File: src/pll_ctrl_regs.svh
// register offsets, field positions and reset values of the loop control block
`ifndef PLL_CTRL_REGS_SVH
`define PLL_CTRL_REGS_SVH
`define ADDR_PLL_CONTROL     8'h89
`define ADDR_PLL_PREDIVIDER  8'h8a
`define ADDR_PLL_MULTIPLIER  8'h8e
`define ADDR_PLL_FILTER      8'h8f
`define RST_PLL_CONTROL      8'h00
`define RST_PLL_PREDIVIDER   8'h01
`define RST_PLL_MULTIPLIER   8'h01
`define RST_PLL_FILTER       8'h31
`define BIT_BIAS_POWER       0
`define BIT_LOOP_ENABLE      1
`define BIT_REF_SOURCE       2
`define BIT_LOCK_STATUS      4
`define MASK_CONTROL_WR      8'h07
`define MASK_PREDIV          8'h1f
`define MASK_FILTER          8'h3f
`define MULT_ZERO_FACTOR     9'h100
`define PREDIV_ZERO_FACTOR   6'h20
`define ZERO_BYTE            8'h00
`endif

File: src/pll_ctrl_pkg.sv
// types shared by the loop control block
package pll_ctrl_pkg;
  typedef logic [7:0] byte_type;
  typedef enum logic [1:0] {
    LOOP_OFF     = 2'b00,
    LOOP_BIASED  = 2'b01,
    LOOP_RUNNING = 2'b10
  } loop_state_type;
endpackage

File: src/pll_ctrl_if.sv
// carrier between the register file and the reference path
`timescale 1ns/1ns
interface pll_ctrl_if;
  logic       ref_source_select;  // 0 internal, 1 external
  logic [4:0] prediv_value;       // pre-divider field
  logic [1:0] internal_osc_divide; // internal oscillator divide code
  logic [5:0] prediv_factor;      // effective pre-divide factor
  logic [1:0] ref_route;          // one-hot internal/external route
  modport regs (output ref_source_select, output prediv_value,
                output internal_osc_divide, input prediv_factor, input ref_route);
  modport path (input ref_source_select, input prediv_value,
                input internal_osc_divide, output prediv_factor, output ref_route);
endinterface

File: src/pll_ref_path.sv
// reference selection and pre-divide factor decode
`timescale 1ns/1ns
module pll_ref_path
  import pll_ctrl_pkg::*;
(
  // configuration carrier
  pll_ctrl_if.path cfg
);
  `include "pll_ctrl_regs.svh"

  // route: bit 0 internal oscillator, bit 1 external oscillator
  assign cfg.ref_route = cfg.ref_source_select ? 2'b10 : 2'b01;

  // zero pre-divide value treated as 32
  wire [5:0] base_factor = (cfg.prediv_value == 5'h00) ? `PREDIV_ZERO_FACTOR
                                                       : {1'b0, cfg.prediv_value};
  // effective factor handed back to the register file
  assign cfg.prediv_factor = base_factor;
endmodule

File: src/pll_control_registers.sv
// special-function registers controlling the on-chip clock multiplier
`timescale 1ns/1ns
//
// Contract
// - lock bit reads loop lock state
// - control bits 7-5 read zero, ignored
// - source bit picks internal or external
// - enable low holds loop in reset
// - bias bit powers bias generator
// - multiplier zero means factor 256
// - filter bits 7-6 read zero, ignored
// - reference divided by pre-divider
// - output equals reference times N over M
// - internal divide applies on internal source
module pll_control_registers
  import pll_ctrl_pkg::*;
(
  // clock and reset
  input  wire logic       CLK_SYS,
  input  wire logic       RESET_N,
  // special-function register port
  input  wire logic [7:0] SFR_ADDR,
  input  wire logic       SFR_WR,
  input  wire logic       SFR_RD,
  input  wire logic [7:0] SFR_WDATA,
  output logic      [7:0] SFR_RDATA,
  // analog loop interface
  input  wire logic       LOCK_INDICATOR,
  input  wire logic [1:0] INTERNAL_OSC_DIVIDE,
  output logic            BIAS_POWER_ENABLE,
  output logic            LOOP_RESET,
  output logic      [1:0] REF_ROUTE,
  output logic      [5:0] PREDIV_FACTOR,
  output logic      [8:0] MULT_FACTOR,
  output logic      [1:0] OSCILLATOR_RANGE,
  output logic      [3:0] LOOP_FILTER_RANGE,
  output logic      [1:0] REF_INTERNAL_DIVIDE
);
  `include "pll_ctrl_regs.svh"

  // ==========================================
  // reset release
  logic       rst_meta;   // first reset stage
  logic       rst_n;      // released reset copy

  // two-stage release of the asynchronous reset
  always_ff @(posedge CLK_SYS or negedge RESET_N) begin
    if (!RESET_N) begin
      rst_meta <= 1'b0;
      rst_n    <= 1'b0;
    end else begin
      rst_meta <= 1'b1;
      rst_n    <= rst_meta;
    end
  end

  // ==========================================
  // helpers
  // multiplier field to factor, zero meaning 256
  function automatic logic [8:0] mult_decode(input byte_type v);
    mult_decode = (v == `ZERO_BYTE) ? `MULT_ZERO_FACTOR : {1'b0, v};
  endfunction

  // ==========================================
  // register storage
  byte_type       ctrl_bits;     // writable control bits 2-0
  byte_type       prediv_reg;    // pre-divider register
  byte_type       mult_reg;      // multiplier register
  byte_type       filter_reg;    // filter register
  logic           lock_status;   // qualified lock flag
  loop_state_type loop_state;    // loop power state
  loop_state_type next_loop_state;

  // write strobes decoded per register
  wire wr_ctrl   = SFR_WR && (SFR_ADDR == `ADDR_PLL_CONTROL);
  wire wr_prediv = SFR_WR && (SFR_ADDR == `ADDR_PLL_PREDIVIDER);
  wire wr_mult   = SFR_WR && (SFR_ADDR == `ADDR_PLL_MULTIPLIER);
  wire wr_filter = SFR_WR && (SFR_ADDR == `ADDR_PLL_FILTER);

  wire bias_on   = ctrl_bits[`BIT_BIAS_POWER];
  wire enable_on = ctrl_bits[`BIT_LOOP_ENABLE];

  // register writes; reserved and unused bits dropped
  always_ff @(posedge CLK_SYS or negedge rst_n) begin
    if (!rst_n) begin
      ctrl_bits  <= `RST_PLL_CONTROL;
      prediv_reg <= `RST_PLL_PREDIVIDER;
      mult_reg   <= `RST_PLL_MULTIPLIER;
      filter_reg <= `RST_PLL_FILTER;
    end else begin
      if (wr_ctrl) begin
        ctrl_bits <= SFR_WDATA & `MASK_CONTROL_WR;
      end
      if (wr_prediv) begin
        prediv_reg <= SFR_WDATA & `MASK_PREDIV;
      end
      if (wr_mult) begin
        mult_reg <= SFR_WDATA;
      end
      if (wr_filter) begin
        filter_reg <= SFR_WDATA & `MASK_FILTER;
      end
    end
  end

  // ==========================================
  // loop state
  // state follows bias and enable bits
  always_comb begin
    unique case ({bias_on, enable_on})
      2'b10:   next_loop_state = LOOP_BIASED;
      2'b11:   next_loop_state = LOOP_RUNNING;
      // enable without bias keeps the loop off
      2'b00, 2'b01: next_loop_state = LOOP_OFF;
    endcase
  end

  // state register and qualified lock flag
  always_ff @(posedge CLK_SYS or negedge rst_n) begin
    if (!rst_n) begin
      loop_state  <= LOOP_OFF;
      lock_status <= 1'b0;
    end else begin
      loop_state  <= next_loop_state;
      lock_status <= LOCK_INDICATOR && (next_loop_state == LOOP_RUNNING);
    end
  end

  // ==========================================
  // reference path
  pll_ctrl_if cfg_bus();
  assign cfg_bus.ref_source_select   = ctrl_bits[`BIT_REF_SOURCE];
  assign cfg_bus.prediv_value        = prediv_reg[4:0];
  assign cfg_bus.internal_osc_divide = INTERNAL_OSC_DIVIDE;

  pll_ref_path u_ref_path (
    .cfg (cfg_bus.path)
  );

  // ==========================================
  // read mux
  wire [7:0] ctrl_read = {3'b000, lock_status, 1'b0, ctrl_bits[2:0]};
  wire [7:0] read_mux  = (SFR_ADDR == `ADDR_PLL_CONTROL)    ? ctrl_read  :
                         (SFR_ADDR == `ADDR_PLL_PREDIVIDER) ? prediv_reg :
                         (SFR_ADDR == `ADDR_PLL_MULTIPLIER) ? mult_reg   :
                         (SFR_ADDR == `ADDR_PLL_FILTER)     ? filter_reg : `ZERO_BYTE;

  // registered outputs
  always_ff @(posedge CLK_SYS or negedge rst_n) begin
    if (!rst_n) begin
      SFR_RDATA           <= `ZERO_BYTE;
      BIAS_POWER_ENABLE   <= 1'b0;
      LOOP_RESET          <= 1'b1;
      REF_ROUTE           <= 2'b01;
      PREDIV_FACTOR       <= 6'h01;
      MULT_FACTOR         <= 9'h001;
      OSCILLATOR_RANGE    <= 2'b11;
      LOOP_FILTER_RANGE   <= 4'h1;
      REF_INTERNAL_DIVIDE <= 2'b00;
    end else begin
      SFR_RDATA           <= SFR_RD ? read_mux : `ZERO_BYTE;
      BIAS_POWER_ENABLE   <= bias_on;
      LOOP_RESET          <= !(bias_on && enable_on);
      REF_ROUTE           <= cfg_bus.ref_route;
      PREDIV_FACTOR       <= cfg_bus.prediv_factor;
      MULT_FACTOR         <= mult_decode(mult_reg);
      OSCILLATOR_RANGE    <= filter_reg[5:4];
      LOOP_FILTER_RANGE   <= filter_reg[3:0];
      // internal divide passed on only when internal source is routed
      REF_INTERNAL_DIVIDE <= cfg_bus.ref_source_select ? 2'b00
                                                       : cfg_bus.internal_osc_divide;
    end
  end

  // ==========================================
  // checks
  AST_LOCK_QUAL: assert property (@(posedge CLK_SYS) disable iff (!rst_n)
    !(bias_on && enable_on) |=> !lock_status)
    else $error("lock set while loop not running");
  AST_LOCK_FOLLOW: assert property (@(posedge CLK_SYS) disable iff (!rst_n)
    (bias_on && enable_on && LOCK_INDICATOR) |=> lock_status)
    else $error("lock flag missed");
  AST_CTRL_UPPER: assert property (@(posedge CLK_SYS) disable iff (!rst_n)
    (SFR_RD && SFR_ADDR == `ADDR_PLL_CONTROL) |=> (SFR_RDATA[7:5] == 3'b000))
    else $error("control upper bits nonzero");
  AST_FILT_UPPER: assert property (@(posedge CLK_SYS) disable iff (!rst_n)
    (SFR_RD && SFR_ADDR == `ADDR_PLL_FILTER) |=> (SFR_RDATA[7:6] == 2'b00))
    else $error("filter upper bits nonzero");
  AST_MULT_ZERO: assert property (@(posedge CLK_SYS) disable iff (!rst_n)
    (mult_reg == `ZERO_BYTE) |=> (MULT_FACTOR == `MULT_ZERO_FACTOR))
    else $error("zero multiplier not 256");
  AST_LOOP_RESET: assert property (@(posedge CLK_SYS) disable iff (!rst_n)
    !enable_on |=> LOOP_RESET)
    else $error("loop released while disabled");
  AST_BIAS: assert property (@(posedge CLK_SYS) disable iff (!rst_n)
    1'b1 |=> (BIAS_POWER_ENABLE == $past(bias_on)))
    else $error("bias output wrong");
  AST_ROUTE: assert property (@(posedge CLK_SYS) disable iff (!rst_n)
    ctrl_bits[`BIT_REF_SOURCE] |=> (REF_ROUTE == 2'b10))
    else $error("external route not selected");
endmodule

File: config.mk
export PLATFORM = sky130hd
export DESIGN_NAME = pll_control_registers
export DESIGN_NICKNAME = d
export VERILOG_FILES = /design/src/pll_ctrl_pkg.sv /design/src/pll_ctrl_if.sv /design/src/pll_ref_path.sv /design/src/pll_control_registers.sv
export VERILOG_INCLUDE_DIRS = /design/src
export SDC_FILE = /design/constraint.sdc
export NUM_CORES = 1
export LEC_CHECK = 0
export ABC_AREA = 1
export BUFFER_PORTS_ARGS = -buffer_cell sky130_fd_sc_hd__buf_2
export CORE_MARGIN = 8
export CORE_UTILIZATION = 56
export CTS_BUF_LIST = sky130_fd_sc_hd__clkbuf_16
export CTS_CLUSTER_SIZE = 14
export DETAILED_ROUTE_END_ITERATION = 12
export HOLD_SLACK_MARGIN = 0.12
export PLACE_DENSITY = 0.89
export SLEW_MARGIN = 20
export SYNTH_ARGS = -nofsm -noshare
export SYNTH_HDL_FRONTEND = slang
export SYNTH_HIERARCHICAL = 1
export SYNTH_SLANG_ARGS = --single-unit
File: constraint.sdc
create_clock -name CLK_SYS -period 3.2 [get_ports CLK_SYS]
set_clock_uncertainty 0.2 [all_clocks]
set_input_delay 0.32 -clock CLK_SYS [delete_from_list [all_inputs] [get_ports CLK_SYS]]
set_output_delay 0.32 -clock CLK_SYS [all_outputs]
set_load 0.01 [all_outputs]
==> impl_metrics.toml, run 1 <==
[run_status]
status = "completed"

[job]
drv_cap = 0

[floorplan]
dieArea_um2 = 6640
core_um2 = 4230
fp-row-count = 24
die_width_um = 81.5
start_util_pct = 56.7
pin_count = 58
die_h_um = 81.5

[cts]
insertion_delay_ns = 0.32
hold_buffers = 16
post_cts_buffers = 0
root_buffer = "clkbuf_16"
tritoncts = "done"
clock_path_buffers = 2
cts_buffers = 9
htreeDepth = 3
clk_pin_slew_ns = 0.05
postCtsResizedCells = 0
cts.sinks = 60

[global_route]
grt-busiest-layer = "met2"
met1_usage_pct = 20.6
grt_pass1_wl_mm = 9.03
grt_antenna_before_repair = 0
met2_usage_pct = 29.7
grt-ovfl-total = 0
globalRouteMet3Util_pct = 5.91
grt_pass1_vias = 1951
grt_usage_pct = 18.3
grt_start_max_net_pins = 39

[power_and_ir_drop]
p_leak_nw = 1.75
internal-power_mw = 1.53
p_sw_mw = 0.413
power_frac_clock_pct = 50.4
combPwrFrac_pct = 6.7
power_density_nw_per_um2 = 618
peakVddDrop_v = 0.000505
swShare_pct = 21.3
total_power_mw = 1.94
pwr-share-seq_pct = 42.9

[min_path]
min_path_type = "flip-flop to asynchronous set/reset pin"

[cells_and_area]
seq_area_um2 = 1520
layout_commonest_cell = "nand2_1"
drive_above_1_share_pct = 31.5
fillCellCount = 280
stdcell_count = 376
antenna_cells = 0
largest_register_ffs = 9
nNetsFinal = 342
syn_to_final_growth_pct = 30.6
final_cell_mix = "nand2_1 (66), buf_2 (57), dfrtp_1 (47)"
multi_input_area_um2 = 699

[sta]
max_slew_margin_pct = 48.8
setup_viol = 0
fmaxAchievable_mhz = 540
rsz0062_at_grt = "false"
min_period_ns = 1.85
period_share_pct = 57.8
slew_viol_final = 0
fin_tns_setup_ns = 0
hold_viol = 0
worst_pin_slew_ns = 0.768

[detailed_routing]
wl_per_cell_um = 14.6
firstDrtPassIters = 5
num_vias = 1975
via_per_inst = 5.25
wirelength_mm = 5.50
ant_nets = 0
drc = 0
drtIter0Drc = 181

[synthesis]
ys_seq_area_share_pct = 63.1
avgSynthCellArea_um2 = 9.53
syn-num-nets = 275
synth.cell_area_um2 = 2400
yosysUniqueCellTypes = 25
yosys_warnings = 6
synth_seq_cells = 60
syn-instance-count = 252

[place]
placedCellCount = 344
place_congestion = 0.909
dp_hpwl_mm = 3.82
port_buffers = 57

[worst_setup_path]
slowest_delay_ns = 0.53
crit_top_cell = "nand2_1"
reg2regPathDepth = 1
cp_max_fo = 10
crit_type = "input port to flip-flop"
critPathArrivalTime_ns = 1.86
startpoint_type = "input port"
cp.required_ns = 3.21
slowest_stage = "dlygate4sd3_1"
worstSetupEndpointType = "flip-flop"
path_cells = "dlygate4sd3_1 > buf_2 > inv_2 > nand2_2 > nor3_4 > nand2_4 > nand2_1 > nand2_1"
-- cell type report --
type / count / share of cell area, %
clock buffers: 9 / 7.18
clock inverters: 7 / 2.59
inverters: 25 / 3.07
multi-input cells: 149 / 22.3
flip-flops and latches: 60 / 48.4
well taps: 52 / 2.07
repair buffers: 74 / 14.4
-- stage by stage --
stage          setup slack (ns)  hold slack, ns  util, %  instance area [µm²]
2_1_floorplan              1.23          -0.176        -                 2400
3_3_place_gp               1.27         -0.0948     63.1                 2670
3_5_place_dp               1.16         -0.0944     63.1                 2670
4_1_cts                    1.38           0.156     74.1                 3140
5_1_grt                    1.26           0.168     74.1                 3140
6_report                   1.35           0.137     74.1                 3140
-- layer usage --
metal | vias to the layer above | part of all wire [%]
met3 | 15 | 8.9
met4 | 0 | 2.1
li1 | 914 | -
met5 | - | 0
met1 | 945 | 38
met2 | 101 | 51
-- worst paths after layout --
check	end	start	slack [ns]
min reg2reg	REF_INTERNAL_DIVIDE[1]	rst_n	0.14
max in group asynchronous	LOOP_RESET	rst_n	1.82
max reg2reg	LOOP_RESET	rst_n	1.82
min in group CLK_SYS	rst_n	rst_meta	0.15
max	mult_reg[6]	SFR_ADDR[0]	1.35
min	REF_INTERNAL_DIVIDE[1]	rst_n	0.14
-- synth_stat cells (all sizes together) --
| library cell | n | area, µm² |
|---|---|---|
| nor2 | 28 | 143 |
| dfstp | 12 | 315 |
| clkbuf | 13 | 48.8 |
| dfrtp | 48 | 1200 |
| o21ai | 16 | 83.8 |
| nor4 | 1 | 6.26 |
| buf | 5 | 41.3 |
| a21oi | 1 | 5.00 |
| inv | 25 | 96.4 |
| nand4 | 5 | 31.3 |
| nand2 | 72 | 290 |
| nand3 | 23 | 115 |
| nor3 | 2 | 21.3 |
| conb | 1 | 3.75 |
-- kinds of logic (layout without fill, tap and decap cells) --
logic type	after synthesis	after routing	share of synthesized area (%)
compound gates	17	17	3.70
buf+inv	43	115	7.76
flops	60	60	63.1
other cells	1	1	0.156
simple gates	131	131	25.3
-- worst max-delay path, delay by kind of cell --
kind          cells  cell delay, ns
buf+inv           3            0.74
simple gates      5            0.80
-- power groups by stage --
| stage | Combinational, mW | Clock, mW | Sequential [mW] |
|---|---|---|---|
| 6_report | 0.130 | 0.977 | 0.831 |
| 4_1_cts | 0.130 | 0.993 | 0.832 |
| 3_5_place_dp | 0.114 | 0 | 0.843 |
| 2_1_floorplan | 0.0508 | 0 | 0.853 |
| 3_3_place_gp | 0.110 | 0 | 0.842 |
| 5_1_grt | 0.144 | 1.03 | 0.838 |
No activity file was read; power rests on OpenSTA's default activity.
==> run 2: changes to the inputs <==
--- a/config.mk
+++ b/config.mk
@@ -6,15 +6,15 @@
 export SDC_FILE = /design/constraint.sdc
 export NUM_CORES = 1
 export LEC_CHECK = 0
-export ABC_AREA = 1
+export ABC_AREA = 0
 export BUFFER_PORTS_ARGS = -buffer_cell sky130_fd_sc_hd__buf_2
 export CORE_MARGIN = 8
-export CORE_UTILIZATION = 56
+export CORE_UTILIZATION = 47
 export CTS_BUF_LIST = sky130_fd_sc_hd__clkbuf_16
 export CTS_CLUSTER_SIZE = 14
 export DETAILED_ROUTE_END_ITERATION = 12
 export HOLD_SLACK_MARGIN = 0.12
-export PLACE_DENSITY = 0.89
+export PLACE_DENSITY = 0.81
 export SLEW_MARGIN = 20
 export SYNTH_ARGS = -nofsm -noshare
 export SYNTH_HDL_FRONTEND = slang
==> constraint.sdc (replaced) <==
create_clock -name CLK_SYS -period 1.5 [get_ports CLK_SYS]
set_clock_uncertainty 0.2 [all_clocks]
set_input_delay 0.15 -clock CLK_SYS [delete_from_list [all_inputs] [get_ports CLK_SYS]]
set_output_delay 0.15 -clock CLK_SYS [all_outputs]
set_load 0.01 [all_outputs]
==> impl_metrics.toml, run 2 <==
[place]
placedCellCount = 257
port_buffers = 57
dp_hpwl_mm = 3.35
placed_area_um2 = 2610
dp_slack_ns = -0.0520
place_congestion = 0.794

[min_path]
min_path_type = "input port to flip-flop"
min_path_cells = 5

[detailed_routing]
ant_nets = 0
wirelength_mm = 4.99
firstDrtPassIters = 4
via_per_inst = 5.06
drc = 0
drtIter0Drc = 84
wl_per_cell_um = 17.1
num_vias = 1473

[cells_and_area]
largest_register_ffs = 9
final_cell_mix = "buf_2 (57), dfrtp_1 (47), dlygate4sd3_1 (19)"
nNetsFinal = 256
stdcell_count = 291
drive_above_1_share_pct = 53.2
stdcell_area_um2 = 3090
syn_to_final_growth_pct = 35.7
final_core_utilization_pct = 65.8
antenna_cells = 0
layout_commonest_cell = "buf_2"

[worst_setup_path]
startpoint_type = "input port"
path_cells = "buf_2 > dlygate4sd3_1 > nand4_1 > mux2_2"
endpoint = "ctrl_bits[0]"
crit_type = "input port to flip-flop"
timing.rr.start = "filter_reg[4]"
cp_max_fo = 3
startpoint = "SFR_WR"
cp_top_family = "buffers and inverters"
slowest_delay_ns = 0.56
worstReg2RegEnd = "SFR_RDATA[4]"
worstSetupEndpointType = "flip-flop"
critPathArrivalTime_ns = 1.38
cp.required_ns = 1.50
path_buf_inv = 2
crit_cells = 4
reg2regPathDepth = 3
reg2reg_slack_ns = 0.16
slowest_stage = "dlygate4sd3_1"

[cts]
clock_path_buffers = 2
htreeDepth = 3
root_buffer = "clkbuf_16"
cts.sinks = 60
tritoncts = "done"
cts_buffers = 9
clk_pin_slew_ns = 0.05
insertion_delay_ns = 0.32

[sta]
min_period_ns = 1.39
whs_ns = 0.106
fin_tns_setup_ns = 0
setup_ws_ns = 0.114
slew_viol_final = 0
setup_viol = 0
hold_viol = 0
rsz0062_at_grt = "false"
fmaxAchievable_mhz = 722
period_share_pct = 92.4

[power_and_ir_drop]
peakVddDrop_v = 0.000566
power_frac_clock_pct = 48.3
swShare_pct = 21.3
power_density_nw_per_um2 = 1280
combPwrFrac_pct = 7.6
internal-power_mw = 3.12
total_power_mw = 3.96
pwr-share-seq_pct = 44.1
p_leak_nw = 1.59
p_sw_mw = 0.844

[synthesis]
synth.cell_area_um2 = 2270
synth-edff-count = 0
synth_most_common_cell = "dfrtp_1"
yosysTopAreaCellShare_pct = 52.8
ys_seq_area_share_pct = 66.7
synth_seq_cells = 60
async_flop_share_pct = 100
yosysUniqueCellTypes = 37
netlist_top_cells_area = "dfrtp_1 (53%), dfstp_2 (14%), mux2_2 (8.9%)"
ys.flop_type = "dfrtp_1"
yosys_warnings = 6
synth_top_area_cell = "dfrtp_1"
avgSynthCellArea_um2 = 14.6
syn-num-nets = 179
synth.cells.most_frequent = "dfrtp_1 (48), mux2_2 (18), clkbuf_1 (12), dfstp_2 (12), mux2_4 (6)"
syn-instance-count = 156

[floorplan]
start_util_pct = 48.5
die_h_um = 85.6
dieArea_um2 = 7320
pin_count = 58
core_um2 = 4690
die_width_um = 85.6
fp-row-count = 25

[global_route]
grt_antenna_before_repair = 0
globalRouteMet3Util_pct = 6.88
grt_usage_pct = 14.7
grt-ovfl-total = 0
grt-busiest-layer = "met2"
grt_pass1_vias = 1597
met2_usage_pct = 23.2
grt_pass1_wl_mm = 8.09
grt_start_max_net_pins = 59
met1_usage_pct = 15.9

[run_status]
status = "completed"

[job]
drv_cap = 0
==> run 2: power groups by stage <==
stage	clock, mW	combinational (mW)	sequential [mW]
floorplan	0	0.109	1.81
global placement	0	0.258	1.77
detailed placement	0	0.264	1.77
CTS	1.95	0.310	1.75
global route	2.03	0.331	1.75
finish	1.91	0.303	1.75
==> run 2: logic make-up (layout without fill, tap and decap cells) <==
| logic type | Yosys count | count (layout) | share of synthesized area, % |
|---|---|---|---|
| flops | 60 | 60 | 66.7 |
| simple gates | 34 | 34 | 10.8 |
| mux | 25 | 25 | 13.3 |
| buf+inv | 23 | 104 | 5.23 |
| compound gates | 12 | 12 | 3.41 |
| other cells | 1 | 1 | 0.165 |
| xor+xnor | 1 | 1 | 0.385 |
==> run 2: metal layers <==
metal  vias to the layer above  part of all wire (%)
li1                        683                     -
met1                       730                    40
met2                        56                    51
met3                         4                   7.6
met4                         0                   1.3
met5                         -                     0
==> run 2: how the worst min path moves through the flow <==
stage	startpoint	endpoint	slack, ns
after floorplan	RESET_N	rst_meta	-0.35
after global placement	RESET_N	rst_meta	-0.26
after detailed placement	RESET_N	rst_meta	-0.26
after CTS	SFR_ADDR[2]	SFR_RDATA[1]	0.13
after global routing	SFR_ADDR[6]	SFR_RDATA[7]	0.13
final	SFR_ADDR[5]	SFR_RDATA[7]	0.11
==> run 2: timing repair <==
item / in CTS / in global routing
setup endpoints to repair: 0 / 7
endpoints found under the hold margin: 81 / 0
buffers inserted: 0 / 0
hold buffers: 21 / 0
gates resized for setup: 0 / 2
==> run 2: final cells by class <==
class	instances	area [µm²]
inverter	3	11.3
timing repair buffer	86	563
clock inverter	6	56.3
clock buffer	9	225
fill	332	1610
sequential	60	1520
multi-input combinational	73	644
tap	54	67.6
==> run 2: tightest hold or removal path, stage by stage <==
cell and delay (ns):
buf_2 0.10, nor2_2 0.04, nand3_1 0.07, buf_4 0.16
nor4_1 0.06
